$ cat config.mk
export PLATFORM = sky130hd
export DESIGN_NAME = eps_device_flat
export DESIGN_NICKNAME = d
export VERILOG_FILES = /design/src/hw/eps_pkg.sv /design/src/hw/eps_link_if.sv /design/src/hw/eps_device.sv /design/src/flat_wrapper.sv
export SDC_FILE = /design/constraint.sdc
export NUM_CORES = 1
export LEC_CHECK = 0
export BUFFER_PORTS_ARGS = -buffer_cell sky130_fd_sc_hd__buf_4
export CORE_MARGIN = 2
export CORE_UTILIZATION = 52
export DETAILED_ROUTE_END_ITERATION = 8
export HOLD_SLACK_MARGIN = 0.15
export PLACE_DENSITY = 0.81
export SLEW_MARGIN = 40
export SYNTH_ARGS = -nofsm -noshare
export SYNTH_HDL_FRONTEND = slang
export SYNTH_SLANG_ARGS = --single-unit
$ cat constraint.sdc
create_clock -name ref_clk -period 2.3 [get_ports ref_clk]
set_clock_uncertainty 0.05 [all_clocks]
set_input_delay 0.46 -clock ref_clk [delete_from_list [all_inputs] [get_ports ref_clk]]
set_output_delay 0.46 -clock ref_clk [all_outputs]
set_load 0.01 [all_outputs]
$ cat src/hw/eps_pkg.sv
// shared constants, types and helpers for the program start link
package eps_pkg;

  // time base and documented minimum link timings
  localparam int CLK_HZ = 40_000_000;
  localparam int CYC_PER_MS = CLK_HZ / 1000;
  localparam int READY_TO_START_DELAY_MS = 10;
  localparam int SELECT_TO_START_DELAY_MS = 50;
  localparam int START_PULSE_WIDTH_MS = 100;
  localparam int READY_TO_START_DELAY_CYC = READY_TO_START_DELAY_MS * CYC_PER_MS;
  localparam int SELECT_TO_START_DELAY_CYC = SELECT_TO_START_DELAY_MS * CYC_PER_MS;
  localparam int START_PULSE_WIDTH_CYC = START_PULSE_WIDTH_MS * CYC_PER_MS;
  localparam int CNT_W = 24;

  // program number: three bcd digits, binary form up to 999
  localparam int DIGITS = 3;
  localparam int BCD_W = 4 * DIGITS;
  localparam int PROG_W = 10;
  localparam logic [PROG_W-1:0] PROG_MAX = 10'h3E7;

  // start-method setting codes
  localparam logic [1:0] METHOD_EXT = 2'h0;
  localparam logic [1:0] METHOD_AUTO = 2'h1;
  localparam logic [1:0] METHOD_EDGE = 2'h2;

  // sequencer register map (byte addresses) and fields
  localparam int ADDR_W = 8;
  localparam logic [ADDR_W-1:0] REG_CTRL = 8'h00;
  localparam logic [ADDR_W-1:0] REG_PROG = 8'h04;
  localparam logic [ADDR_W-1:0] REG_STAT = 8'h08;
  localparam int CTRL_GO = 0;
  localparam int CTRL_IN3 = 1;
  localparam int CTRL_ESTOP = 2;
  localparam int STAT_READY = 0;
  localparam int STAT_RUN = 1;
  localparam int STAT_BUSY = 2;
  localparam int STAT_REFUSED = 3;
  localparam logic [31:0] RESET_WORD = 32'h0000_0000;

  typedef enum logic [1:0] {
    DS_INIT = 2'b00,
    DS_READY = 2'b01,
    DS_RUN = 2'b10,
    DS_FAULT = 2'b11
  } eps_dev_state_t;

  typedef enum logic [1:0] {
    HS_IDLE = 2'b00,
    HS_SETUP = 2'b01,
    HS_PULSE = 2'b10
  } eps_seq_state_t;

  // every digit must be 0..9
  function automatic logic eps_bcd_ok(input logic [BCD_W-1:0] b);
    logic ok;
    ok = 1'b1;
    for (int i = 0; i < DIGITS; i++) begin
      if (b[4*i +: 4] > 4'h9) begin
        ok = 1'b0;
      end
    end
    return ok;
  endfunction

  // bcd to binary, most significant digit first
  function automatic logic [PROG_W-1:0] eps_bcd_to_bin(input logic [BCD_W-1:0] b);
    logic [PROG_W+3:0] acc;
    acc = '0;
    for (int i = DIGITS - 1; i >= 0; i--) begin
      acc = (PROG_W+4)'(acc[PROG_W-1:0] * 10) + (PROG_W+4)'(b[4*i +: 4]);
    end
    return acc[PROG_W-1:0];
  endfunction

  // binary to bcd for values up to 999
  function automatic logic [BCD_W-1:0] eps_bin_to_bcd(input logic [PROG_W-1:0] v);
    logic [BCD_W-1:0] r;
    r[3:0] = 4'(v % 10);
    r[7:4] = 4'((v / 10) % 10);
    r[11:8] = 4'(v / 100);
    return r;
  endfunction

endpackage

$ cat src/hw/eps_link_if.sv
// discrete signals between the controller and the external sequencer
`timescale 1ns/100ps
`default_nettype none
interface eps_link_if
  import eps_pkg::*;
  ();
  logic ready;
  logic running;
  logic start;
  logic gp_in3;
  logic estop;
  logic [BCD_W-1:0] prog_bcd;

  modport dev (
    output ready,
    output running,
    input start,
    input gp_in3,
    input estop,
    input prog_bcd
  );

  modport seq (
    input ready,
    input running,
    output start,
    output gp_in3,
    output estop,
    output prog_bcd
  );
endinterface
`default_nettype wire

$ cat src/hw/eps_device.sv
// controller end: program start logic with ready, auto and external start
//
// The sequencer's APB register port and the register addresses were decided locally.
`timescale 1ns/100ps
`default_nettype none
module eps_device
  import eps_pkg::*;
  (
  input wire logic ref_clk,
  input wire logic rstn,
  eps_link_if.dev link,
  input wire logic [1:0] start_method,
  input wire logic auto_mode,
  input wire logic [PROG_W-1:0] auto_prog,
  input wire logic init_done,
  input wire logic ctrl_error,
  input wire logic prog_done,
  output logic servo_on,
  output logic ready_lamp,
  output logic [PROG_W-1:0] disp_prog,
  output logic run_prog,
  output logic run_start,
  output logic run_stop,
  output logic start_ignored,
  output logic bad_number
  );

  eps_dev_state_t state_r;
  eps_dev_state_t state_nxt;
  logic in3_q_r;
  logic start_q_r;
  logic in3_rise;
  logic in3_fall;
  logic start_rise;
  logic req;
  logic num_ok;
  logic take;
  logic term;
  logic ignore;
  logic reject;
  logic [PROG_W-1:0] sel_prog;
  logic ready_r;
  logic lamp_r;
  logic servo_r;
  logic run_r;
  logic run_start_r;
  logic run_stop_r;
  logic ignored_r;
  logic bad_r;
  logic [PROG_W-1:0] disp_r;

  // previous samples for edge detection; inputs are synchronous
  always_ff @(posedge ref_clk or negedge rstn) begin
    if (!rstn) begin
      in3_q_r <= 1'b0;
      start_q_r <= 1'b0;
    end else begin
      in3_q_r <= link.gp_in3;
      start_q_r <= link.start;
    end
  end

  assign in3_rise = link.gp_in3 & ~in3_q_r;
  assign in3_fall = ~link.gp_in3 & in3_q_r;
  assign start_rise = link.start & ~start_q_r;

  // a start request from whichever source the method selects
  always_comb begin
    case (start_method)
      METHOD_EDGE: req = in3_rise;
      METHOD_EXT: req = start_rise;
      default: req = 1'b0;
    endcase
  end

  // number is judged at the edge of the request itself
  assign num_ok = eps_bcd_ok(link.prog_bcd);

  // sequencing: faults win over everything else
  always_comb begin
    state_nxt = state_r;
    take = 1'b0;
    term = 1'b0;
    ignore = 1'b0;
    reject = 1'b0;
    sel_prog = disp_r;
    if (link.estop || ctrl_error) begin
      state_nxt = DS_FAULT;
      term = (state_r == DS_RUN);
      ignore = req;
    end else begin
      case (state_r)
        DS_INIT: begin
          ignore = req;
          if (init_done) begin
            if (auto_mode && start_method == METHOD_AUTO) begin
              state_nxt = DS_RUN;
              take = 1'b1;
              sel_prog = auto_prog;
            end else begin
              state_nxt = DS_READY;
            end
          end
        end
        DS_READY: begin
          if (req && num_ok) begin
            state_nxt = DS_RUN;
            take = 1'b1;
            sel_prog = eps_bcd_to_bin(link.prog_bcd);
          end else if (req) begin
            reject = 1'b1;
          end
        end
        DS_RUN: begin
          ignore = req;
          if (start_method == METHOD_EDGE && in3_fall) begin
            state_nxt = DS_READY;
            term = 1'b1;
          end else if (prog_done) begin
            state_nxt = DS_READY;
          end
        end
        DS_FAULT: begin
          ignore = req;
          state_nxt = DS_READY;
        end
        default: begin
          state_nxt = DS_INIT;
        end
      endcase
    end
  end

  // state register
  always_ff @(posedge ref_clk or negedge rstn) begin
    if (!rstn) begin
      state_r <= DS_INIT;
    end else begin
      state_r <= state_nxt;
    end
  end

  // ready and its lamp move together; no ready while faulted
  always_ff @(posedge ref_clk or negedge rstn) begin
    if (!rstn) begin
      ready_r <= 1'b0;
      lamp_r <= 1'b0;
    end else begin
      ready_r <= (state_nxt == DS_READY);
      lamp_r <= (state_nxt == DS_READY);
    end
  end

  // servo power held off during init and while estop or ctrl_error is asserted
  always_ff @(posedge ref_clk or negedge rstn) begin
    if (!rstn) begin
      servo_r <= 1'b0;
    end else begin
      servo_r <= (state_nxt == DS_READY) || (state_nxt == DS_RUN);
    end
  end

  // run level and one-cycle start and stop strobes to the executor
  always_ff @(posedge ref_clk or negedge rstn) begin
    if (!rstn) begin
      run_r <= 1'b0;
      run_start_r <= 1'b0;
      run_stop_r <= 1'b0;
    end else begin
      run_r <= (state_nxt == DS_RUN);
      run_start_r <= take;
      run_stop_r <= term;
    end
  end

  // display keeps the last started number; latched only on a start
  always_ff @(posedge ref_clk or negedge rstn) begin
    if (!rstn) begin
      disp_r <= '0;
    end else if (take) begin
      disp_r <= sel_prog;
    end
  end

  // diagnostics: request while not ready, or malformed bcd number
  always_ff @(posedge ref_clk or negedge rstn) begin
    if (!rstn) begin
      ignored_r <= 1'b0;
      bad_r <= 1'b0;
    end else begin
      ignored_r <= ignore;
      bad_r <= reject;
    end
  end

  assign link.ready = ready_r;
  assign link.running = run_r;
  assign servo_on = servo_r;
  assign ready_lamp = lamp_r;
  assign disp_prog = disp_r;
  assign run_prog = run_r;
  assign run_start = run_start_r;
  assign run_stop = run_stop_r;
  assign start_ignored = ignored_r;
  assign bad_number = bad_r;

endmodule
`default_nettype wire

$ cat src/flat_wrapper.sv
// flat-port wrapper written by rule: the top's interface ports become plain ports
module eps_device_flat import eps_pkg::*;
  (ref_clk, rstn, start_method, auto_mode, auto_prog, init_done, ctrl_error, prog_done, servo_on, ready_lamp, disp_prog, run_prog, run_start, run_stop, start_ignored, bad_number, link_ready, link_running, link_start, link_gp_in3, link_estop, link_prog_bcd);
  eps_link_if link_i ();
  input wire logic ref_clk;
  input wire logic rstn;
  input wire logic [1:0] start_method;
  input wire logic auto_mode;
  input wire logic [PROG_W-1:0] auto_prog;
  input wire logic init_done;
  input wire logic ctrl_error;
  input wire logic prog_done;
  output logic servo_on;
  output logic ready_lamp;
  output logic [PROG_W-1:0] disp_prog;
  output logic run_prog;
  output logic run_start;
  output logic run_stop;
  output logic start_ignored;
  output logic bad_number;
  output wire logic [$bits(link_i.ready)-1:0] link_ready;
  output wire logic [$bits(link_i.running)-1:0] link_running;
  input wire logic [$bits(link_i.start)-1:0] link_start;
  input wire logic [$bits(link_i.gp_in3)-1:0] link_gp_in3;
  input wire logic [$bits(link_i.estop)-1:0] link_estop;
  input wire logic [$bits(link_i.prog_bcd)-1:0] link_prog_bcd;
  assign link_ready = link_i.ready;
  assign link_running = link_i.running;
  assign link_i.start = link_start;
  assign link_i.gp_in3 = link_gp_in3;
  assign link_i.estop = link_estop;
  assign link_i.prog_bcd = link_prog_bcd;
  eps_device u_core (.ref_clk(ref_clk), .rstn(rstn), .link(link_i), .start_method(start_method), .auto_mode(auto_mode), .auto_prog(auto_prog), .init_done(init_done), .ctrl_error(ctrl_error), .prog_done(prog_done), .servo_on(servo_on), .ready_lamp(ready_lamp), .disp_prog(disp_prog), .run_prog(run_prog), .run_start(run_start), .run_stop(run_stop), .start_ignored(start_ignored), .bad_number(bad_number));
endmodule
==> results of run 1 <==
-- cell families (layout without fill, tap and decap cells) --
logic type | count (synthesis) | in the layout | synth area share (%)
AND/OR/NAND/NOR | 52 | 52 | 17.9
AO/OA/AOI/OAI | 35 | 35 | 14.0
adder cells (fa/ha/maj) | 27 | 27 | 21.4
flip-flops | 21 | 21 | 30.6
XOR/XNOR | 17 | 17 | 8.68
buffers and inverters | 14 | 105 | 4.23
multiplexers | 5 | 5 | 3.14
-- per-layer routing --
| metal | GRT usage (%) | routed length (um) | up-vias |
|---|---|---|---|
| met3 | 2.31 | 320 | 19 |
| met1 | 31.8 | 1950 | 811 |
| met4 | 10.9 | 147 | 0 |
| li1 | - | - | 786 |
| met5 | 0 | 0 | - |
| met2 | 51.2 | 2840 | 86 |
-- cell usage in the layout (no fill, tap or decap), types with 5 or more instances in the layout --
cell type,count
xnor2_1,5
nand2_1,13
a21oi_2,6
a21o_1,7
inv_1,6
buf_6,5
buf_4,84
ha_1,12
ha_4,10
nor2_1,11
xnor2_2,6
dfrtp_1,21
-- per-stage QoR --
step | cells | instance area, um^2 | utilization [%] | setup slack, ps
CTS | 304 | 2690 | 86.8 | -954
global placement | 292 | 2500 | 80.4 | -1240
global route | 306 | 2750 | 88.7 | -1250
finish | 306 | 2750 | 88.7 | -1120
floorplan | 171 | 1870 | - | -1160
detailed placement | 292 | 2500 | 80.4 | -1410
-- state kept, by name, summed over array words and instances, names as in the netlist --
| register | count |
|---|---|
| u_core.link.ready | 1 |
| u_core.start_ignored | 1 |
| u_core.start_q_r | 1 |
| u_core.run_stop | 1 |
| u_core.link.running | 1 |
| u_core.disp_prog | 10 |
| u_core.state_r | 2 |
| u_core.in3_q_r | 1 |
| u_core.bad_number | 1 |
| u_core.run_start | 1 |
| u_core.servo_on | 1 |
-- critical path, stage by stage --
cell and delay, ps:
buf_4 120, ha_4 210, ha_4 160, fa_1 510
o211ai_1 130, nor2_2 180, xnor2_1 150, ha_1 290
ha_4 280, nor2_2 40, a21oi_2 120, xor2_1 220
nand3_1 130, xor2_1 200, mux2i_1 250, nand3_1 110
-- power groups by stage --
stage	Sequential (mW)	Clock (mW)	Combinational, mW
floorplan	0.422	0	0.653
global placement	0.411	0	1.04
detailed placement	0.413	0	1.08
CTS	0.405	0.183	1.30
global route	0.409	0.203	1.57
finish	0.406	0.183	1.47
-- Yosys cell counts, types with 2 or more instances --
cell      instances
dfrtp_1          21
mux2_1            2
nand2b_1          2
a21oi_1           8
o21bai_1          2
xor2_1            5
nand2_1          13
o21ai_0           5
mux2i_1           2
inv_1             8
nand3_1           4
xnor2_1          12
a31oi_1           3
a21oi_2           3
fa_1              4
nor2b_1           2
nor2_1           14
inv_2             2
buf_4             2
o211ai_1          2
nor3b_1           4
ha_1             23
a21o_1            7
-- worst max-delay path by stage --
stage / startpoint / endpoint / slack [ps] / cells past startpoint
finish: link_prog_bcd[9] / u_core.disp_prog[9]$_DFFE_PN0P_ / -1120 / 16
global route: link_prog_bcd[9] / u_core.disp_prog[9]$_DFFE_PN0P_ / -1250 / 16
CTS: link_prog_bcd[9] / u_core.disp_prog[9]$_DFFE_PN0P_ / -950 / 16
detailed placement: link_prog_bcd[9] / u_core.disp_prog[9]$_DFFE_PN0P_ / -1410 / 16
global placement: link_prog_bcd[9] / u_core.disp_prog[9]$_DFFE_PN0P_ / -1240 / 16
floorplan: link_prog_bcd[9] / u_core.disp_prog[9]$_DFFE_PN0P_ / -1160 / 15
-- timing repair --
action	CTS	global route
cloned	0	0
endpoints found under the setup margin	7	6
hold buffers	1	0
gates resized for setup	21	7
hold endpoints to repair	21	0
buffers inserted	7	2
pin swaps	18	10
-- layout make-up --
| cell class | count | area, um^2 |
|---|---|---|
| inverter | 10 | 37.5 |
| timing repair buffer | 91 | 712 |
| tap | 44 | 55.1 |
| multi-input combinational | 136 | 1400 |
| sequential | 21 | 526 |
| clock buffer | 3 | 22.5 |
| fill | 161 | 350 |
| clock inverter | 1 | 5.00 |
==> flow_summary.json, run 1 <==
{
  "worstPathRequired_ps": 2440,
  "syn_to_final_growth_pct": 60.5,
  "async_flop_share_pct": 100,
  "cp-end-kind": "flop",
  "clk_pin_slew_ps": 130,
  "synthesis.nets": 231,
  "io_pins": 52,
  "grt_pass1_wl_um": 7650,
  "p_int_mw": 1.30,
  "viasPerCell": 5.56,
  "grtUsageTotal_pct": 27.3,
  "cts_root_buf": "clkbuf_4",
  "status": "finished, violations left",
  "finalCritPeriodShare_pct": 149,
  "antenna_found_initial": 0,
  "hold_viol": 0,
  "worstPathArrival_ps": 3560,
  "ys_warn_count": 0,
  "cts_buffers": 3,
  "netlist_instances": 171,
  "yosysSeqAreaShare_pct": 30.6,
  "max_freq_ghz": 0.292,
  "power_per_cell_area_nw_per_um2": 749,
  "hold_class": "input pin to flop",
  "seqPwrFrac_pct": 19.7,
  "tns_ps": -4350,
  "synth-main-ff-cell": "dfrtp_1",
  "ys_types": 44,
  "drtIter0Drc": 144,
  "drive_gt1_share_pct": 53.8,
  "grt_max_degree": 22,
  "dieArea_um2": 3770,
  "design.core.area_um2": 3100,
  "timing.rr.end": "u_core.servo_on$_DFF_PN0_",
  "drv_cap": 0,
  "yosys.area.top_type": "dfrtp_1",
  "whs_ps": 209,
  "power_switching_share_pct": 37.0,
  "reg2reg_depth": 9,
  "worst_skew_pair.late_latency_ps": 310,
  "die_w_um": 61.4,
  "worstMarginPinSlew_ps": 446,
  "avgSynthCellArea_um2": 10.0,
  "synth_area_um2": 1720,
  "power_switching_mw": 0.763,
  "htree_levels": 1,
  "synth_edf_count": 0,
  "routed_wl_um": 5260,
  "min_period_ps": 3420,
  "ff2ff_setup_slack_ps": 220,
  "slew_headroom_pct": 70.2,
  "dieHeight_um": 61.4,
  "synth_area_leaders": "dfrtp_1 (31%), ha_1 (17%), xnor2_1 (6.1%)",
  "hp-start": "link_start",
  "finalPower_mw": 2.06,
  "final_antenna_net_count": 0,
  "dp_hpwl_um": 3610,
  "synth_seq_cells": 21,
  "final-setup-viol-count": 6,
  "drv_slew": 0,
  "dr.pass1.iters": 4,
  "routedWlPerCell_um": 17.2,
  "grt_overflow_total": 0,
  "grt_pass1_vias": 1717,
  "drc": 0,
  "clock-sinks": 21,
  "clockPowerShare_pct": 8.9,
  "leakage_nw": 1.34,
  "dr_total_vias": 1702,
  "crit_type": "input pin to flop",
  "worstSetupStartpointType": "input pin",
  "antenna-diode-count": 0,
  "rsz0062_at_grt": "yes",
  "netlist.area_leader.share_pct": 30.6,
  "fin_nets": 323,
  "fp-row-count": 20,
  "violations": "setup timing",
  "port_buffers": 51,
  "crit_fanout": 2,
  "combPwrFrac_pct": 71.4,
  "globalplace.congestion": 0.898,
  "clk_path_buf_depth": 2,
  "whs_path_depth": 1,
  "initial_core_util_pct": 55.3,
  "cts_tree": "done",
  "peakVddDrop_v": 0.000508,
  "reg2reg_from": "u_core.in3_q_r$_DFF_PN0_",
  "finalWorstSetupSlack_ps": -1120,
  "whs_endpoint": "u_core.start_q_r$_DFF_PN0_"
}
Note: power is estimated with default switching activity, not from simulation.
==> run 2, diff against run 1 <==
--- a/config.mk
+++ b/config.mk
@@ -10,7 +10,7 @@
 export CORE_UTILIZATION = 52
 export DETAILED_ROUTE_END_ITERATION = 8
 export HOLD_SLACK_MARGIN = 0.15
-export PLACE_DENSITY = 0.81
+export PLACE_DENSITY = 0.85
 export SLEW_MARGIN = 40
 export SYNTH_ARGS = -nofsm -noshare
 export SYNTH_HDL_FRONTEND = slang
==> run 2 against run 1 <==
Net effect:
- the flow still finishes with violations (setup timing)
- maximum frequency increased by 1.4%
- sequential power barely moved
- hold slack worse by 21 ps
- final cell count down 0.65%
- critical path type unchanged
- largest power group unchanged
- highest routed layer unchanged
==> flow_summary.json, run 2 (synthesis gave the netlist of run 1 again) <==
{
  "slew_headroom_pct": 57.4,
  "crit_family": "adder cells",
  "min_period_ps": 3380,
  "antenna_found_initial": 0,
  "grt_pass1_wl_um": 8060,
  "fin_util_pct": 89.0,
  "dp_hpwl_um": 3580,
  "grt_max_degree": 22,
  "postLayoutCellArea_um2": 2760,
  "grt_pass1_vias": 1781,
  "worstSetupStartpointType": "input pin",
  "syn_to_final_growth_pct": 61.0,
  "final-setup-viol-count": 7,
  "crit_fanout": 3,
  "worstPathArrival_ps": 3540,
  "clk_pin_slew_ps": 130,
  "clock-sinks": 21,
  "port_buffers": 51,
  "tns_ps": -4190,
  "drc": 0,
  "dr_total_vias": 1803,
  "cp-end-kind": "flop",
  "hold_viol": 0,
  "finalCritPeriodShare_pct": 147,
  "routedWlPerCell_um": 20.2,
  "cts_root_buf": "clkbuf_4",
  "fin_nets": 321,
  "crit_type": "input pin to flop",
  "worstMarginPinSlew_ps": 637,
  "initial_core_util_pct": 55.3,
  "status": "finished, violations left",
  "slowest_delay_ps": 470,
  "grt_overflow_total": 0,
  "viasPerCell": 5.93,
  "cts_tree": "done",
  "dieArea_um2": 3770,
  "finalWorstSetupSlack_ps": -1080,
  "largest_register_ffs": 10,
  "rsz0062_at_grt": "yes",
  "power_per_cell_area_nw_per_um2": 751,
  "crit_chain": "buf_6 -> ha_4 -> ha_4 -> fa_1 -> buf_4 -> xnor2_2 -> ha_1 -> ha_4 -> nand2b_1 -> a21oi_2 -> xor2_1 -> nand3_1 -> xor2_1 -> mux2i_1 -> nand3_1",
  "final_antenna_net_count": 0,
  "dr.pass1.iters": 4,
  "routed_wl_um": 6130,
  "antenna-diode-count": 0,
  "die_w_um": 61.4,
  "leakage_nw": 1.34,
  "design.core.area_um2": 3100,
  "final_cell_mix": "buf_4 (80), dfrtp_1 (21), nand2_1 (13)",
  "place_area_um2": 2470,
  "max_freq_ghz": 0.296,
  "drv_cap": 0,
  "drive_gt1_share_pct": 56.2,
  "fp-row-count": 20,
  "mostFrequentLayoutCell": "buf_4",
  "violations": "setup timing",
  "io_pins": 52,
  "hold_class": "input pin to flop",
  "grtUsageTotal_pct": 29.6,
  "cpMostUsedCell": "ha_4",
  "finalPower_mw": 2.08,
  "drtIter0Drc": 108,
  "drv_slew": 0,
  "globalplace.congestion": 0.869,
  "htree_levels": 1,
  "worstPathRequired_ps": 2460,
  "worst_skew_pair.late_latency_ps": 330,
  "peakVddDrop_v": 0.000404,
  "dieHeight_um": 61.4,
  "crit_path_top_delay_cell": "fa_1",
  "crit_buf_inv": 2,
  "cts_buffers": 3,
  "clk_path_buf_depth": 2
}
-- run 2: changes by cell type in the layout (fill, tap and decap cells not counted), moves of 2 or more --
cell,change
buf_6,+2
buf_4,-4
xor2_2,+2
nor3b_2,+2
xnor2_2,+2
-- run 2: layout make-up --
| cell class | instances | area, um^2 |
|---|---|---|
| clock buffer | 3 | 22.5 |
| clock inverter | 1 | 5.00 |
| fill | 146 | 342 |
| inverter | 10 | 37.5 |
| multi-input combinational | 136 | 1410 |
| sequential | 21 | 526 |
| tap | 44 | 55.1 |
| timing repair buffer | 89 | 704 |
-- run 2: path summary, 6_finish.rpt --
path                                                 start                              end  slack (ps)  cells past startpoint
setup / recovery                         link_prog_bcd[11]  u_core.disp_prog[9]$_DFFE_PN0P_       -1080                     15
max in group asynchronous                             rstn  u_core.disp_prog[7]$_DFFE_PN0P_        1500                      2
hold / removal                                  link_start       u_core.start_q_r$_DFF_PN0_         190                      1
setup reg to reg               u_core.state_r[1]$_DFF_PN0_  u_core.disp_prog[8]$_DFFE_PN0P_         120                      6
min in group asynchronous                             rstn        u_core.servo_on$_DFF_PN0_         480                      2
hold reg to reg            u_core.disp_prog[3]$_DFFE_PN0P_  u_core.disp_prog[3]$_DFFE_PN0P_         470                      1
-- run 2: where the power goes --
group	total, mW	leakage, nW	switching [mW]	internal (mW)
Clock	0.194	0.0177	0.129	0.0654
Sequential	0.407	0.270	0.0147	0.393
Combinational	1.47	1.06	0.691	0.782
-- run 2: worst reg2reg max path, cell delays in order, from the launching register on --
cell	delay, ps
dfrtp_1	480
nor3b_1	400
nand4b_1	280
o21ai_4	440
buf_4	250
nand3_1	110
o221ai_2	100
-- run 2: per-layer routing --
layer / up-vias / share of wire [%] / track usage [%]
met1: 868 / 35 / 30.7
met4: 0 / 6.7 / 16.1
met5: - / 0 / 0
met3: 39 / 7.1 / 3.36
li1: 774 / - / -
met2: 122 / 51 / 57.3
-- run 2: per-stage QoR --
stage	hold WS [ps]	instances	setup slack [ps]
after floorplan	114	171	-1160
after global routing	193	304	-1170
final	187	304	-1080
after CTS	213	301	-1000
after global placement	299	289	-1280
after detailed placement	307	289	-1440
-- run 2: what timing repair did --
| item | in CTS | in global routing |
|---|---|---|
| endpoints found under the setup margin | 7 | 6 |
| pin swaps | 21 | 10 |
| gates resized for setup | 20 | 16 |
| endpoints found under the hold margin | 21 | 0 |
| hold buffers | 1 | 0 |
| setup buffers | 8 | 4 |
==> run 3, diff against run 2 <==
--- a/config.mk
+++ b/config.mk
@@ -7,10 +7,10 @@
 export LEC_CHECK = 0
 export BUFFER_PORTS_ARGS = -buffer_cell sky130_fd_sc_hd__buf_4
 export CORE_MARGIN = 2
-export CORE_UTILIZATION = 52
+export CORE_UTILIZATION = 55
 export DETAILED_ROUTE_END_ITERATION = 8
 export HOLD_SLACK_MARGIN = 0.15
-export PLACE_DENSITY = 0.85
+export PLACE_DENSITY = 0.89
 export SLEW_MARGIN = 40
 export SYNTH_ARGS = -nofsm -noshare
 export SYNTH_HDL_FRONTEND = slang
==> constraint.sdc (replaced) <==
create_clock -name ref_clk -period 4.05 [get_ports ref_clk]
set_clock_uncertainty 0.05 [all_clocks]
set_input_delay 0.81 -clock ref_clk [delete_from_list [all_inputs] [get_ports ref_clk]]
set_output_delay 0.81 -clock ref_clk [all_outputs]
set_load 0.01 [all_outputs]
==> run 3 against run 2 <==
Net effect:
- the run now ends clean
- routed wire length fell by 40%
- power fell by 61%
- flip-flop and latch count did not move
- global-route usage fell by 7.8 points
- register-to-register slack improved by 2000 ps
- sequential share of layout area rose by 5.1 points
- clock power fell by 47%
- critical path depth rose by 1
- critical endpoint unchanged
- largest cell class unchanged
==> flow_summary.json, run 3 (synthesis gave the netlist of run 1 again) <==
{
  "status": "finished clean",
  "grt_pass1_wl_um": 5800,
  "hold_class": "input pin to asynchronous set/reset pin",
  "power_switching_mw": 0.307,
  "place_inst": 257,
  "worstSetupStartpointType": "input pin",
  "grt_max_degree": 22,
  "layoutNonFillerInstCount": 261,
  "cp-end-kind": "flop",
  "cts_resized": 0,
  "power_per_cell_area_nw_per_um2": 373,
  "syn_to_final_growth_pct": 26.9,
  "clk_pin_slew_ps": 120,
  "rsz0062_at_grt": "no",
  "postLayoutCellArea_um2": 2180,
  "slew_headroom_pct": 62.4,
  "final-setup-viol-count": 0,
  "drv_cap": 0,
  "max_freq_ghz": 0.261,
  "seq_area_um2": 526,
  "final_antenna_net_count": 0,
  "largest_register_ffs": 10,
  "finalCritPeriodShare_pct": 94.7,
  "grt_overflow_total": 0,
  "seqPwrFrac_pct": 28.4,
  "holdBufCountCts": 0,
  "io_pins": 52,
  "reg2reg_from": "u_core.state_r[1]$_DFF_PN0_",
  "final_cell_mix": "buf_4 (57), ha_1 (23), dfrtp_1 (21)",
  "fillCellCount": 235,
  "viasPerCell": 5.53,
  "worstSetupStartpoint": "link_prog_bcd[9]",
  "dieArea_um2": 3580,
  "drtIter0Drc": 42,
  "multiInputGateArea_um2": 1120,
  "drive_gt1_share_pct": 32.9,
  "cts_buffers": 3,
  "fin_util_pct": 72.5,
  "port_buffers": 51,
  "drv_slew": 0,
  "dp_hpwl_um": 3060,
  "design.core.area_um2": 3000,
  "grtUsageTotal_pct": 21.8,
  "globalplace.congestion": 0.813,
  "tns_ps": 0,
  "dr_total_vias": 1444,
  "power_switching_share_pct": 37.8,
  "peakVddDrop_v": 0.000224,
  "leakage_nw": 1.12,
  "htree_levels": 1,
  "clock-sinks": 21,
  "cts_root_buf": "clkbuf_4",
  "finalPower_mw": 0.812,
  "min_period_ps": 3840,
  "dr.pass1.iters": 4,
  "fin_nets": 289,
  "hold_viol": 0,
  "clockPowerShare_pct": 12.7,
  "grt_pass1_vias": 1332,
  "die_w_um": 59.8,
  "antenna_found_initial": 0,
  "combPwrFrac_pct": 58.9,
  "dieHeight_um": 59.8,
  "worstPathRequired_ps": 4200,
  "initial_core_util_pct": 57.1,
  "post-cts-setup-buffer-count": 0,
  "worstMarginPinSlew_ps": 562,
  "clk_path_buf_depth": 2,
  "routedWlPerCell_um": 14.0,
  "mostFrequentLayoutCell": "buf_4",
  "cts_tree": "done",
  "p_int_mw": 0.504,
  "fp-row-count": 20,
  "drc": 0,
  "worst_skew_pair.late_latency_ps": 310,
  "worstPathArrival_ps": 3990,
  "antenna-diode-count": 0,
  "routed_wl_um": 3650,
  "place_area_um2": 2150,
  "crit_type": "input pin to flop",
  "crit_fanout": 3
}
## run 3: cell count changes in the layout (fill, tap and decap cells not counted), sizes merged
cell | before | now
dlygate4sd3 | 1 | 0
buf | 88 | 57
## run 3: path summary, 6_finish.rpt
| check | end | slack (ps) | depth (start not counted) |
|---|---|---|---|
| min in group ref_clk | u_core.disp_prog[6]$_DFFE_PN0P_ | 450 | 1 |
| worst min-delay path | u_core.start_q_r$_DFF_PN0_ | 300 | 1 |
| max in group asynchronous | u_core.disp_prog[9]$_DFFE_PN0P_ | 3430 | 1 |
| worst max-delay path | u_core.disp_prog[9]$_DFFE_PN0P_ | 210 | 16 |
| worst min register to register | u_core.disp_prog[6]$_DFFE_PN0P_ | 450 | 1 |
| worst max register to register | u_core.disp_prog[7]$_DFFE_PN0P_ | 2080 | 4 |
## run 3: metal layers
layer  part of all wire [%]  GRT usage (%)  vias to the layer above  wire (um)
met2                     47           36.0                       45       1710
met4                    3.6           9.52                        0        132
met3                    3.7           3.46                       13        135
met1                     46           27.9                      667       1680
li1                       -              -                      719          -
met5                      0              0                        -          0
## run 3: power by group through the flow
stage	logic, mW	clock network [mW]	registers [mW]
2_1_floorplan	0.302	0	0.240
5_1_grt	0.520	0.115	0.232
6_report	0.478	0.103	0.230
3_5_place_dp	0.476	0	0.234
3_3_place_gp	0.459	0	0.234
4_1_cts	0.478	0.107	0.230
## run 3: metrics by stage
step / worst slack, ps / hold WS [ps]
2_1_floorplan: 173 / 430
3_3_place_gp: 35.7 / 420
3_5_place_dp: -102 / 426
4_1_cts: 213 / 303
5_1_grt: 96.9 / 308
6_report: 213 / 305
## run 3: final cells by class
type / instances / share of cell area (%)
Multi-Input combinational cell: 136 / 51.3
Sequential cell: 21 / 24.1
Timing Repair Buffer: 57 / 19.7
Tap cell: 33 / 1.90
Inverter: 10 / 1.72
Clock buffer: 3 / 1.03
Clock inverter: 1 / 0.230
## run 3: worst max-delay path: stages
cell	delay (ps)
buf_4	120
ha_1	280
ha_1	220
fa_1	540
o211ai_1	100
nor2_1	190
xnor2_1	110
ha_1	300
ha_1	330
nor2_1	50
a21oi_1	140
xor2_1	200
nand3_1	110
xor2_1	180
mux2i_1	210
nand3_1	80
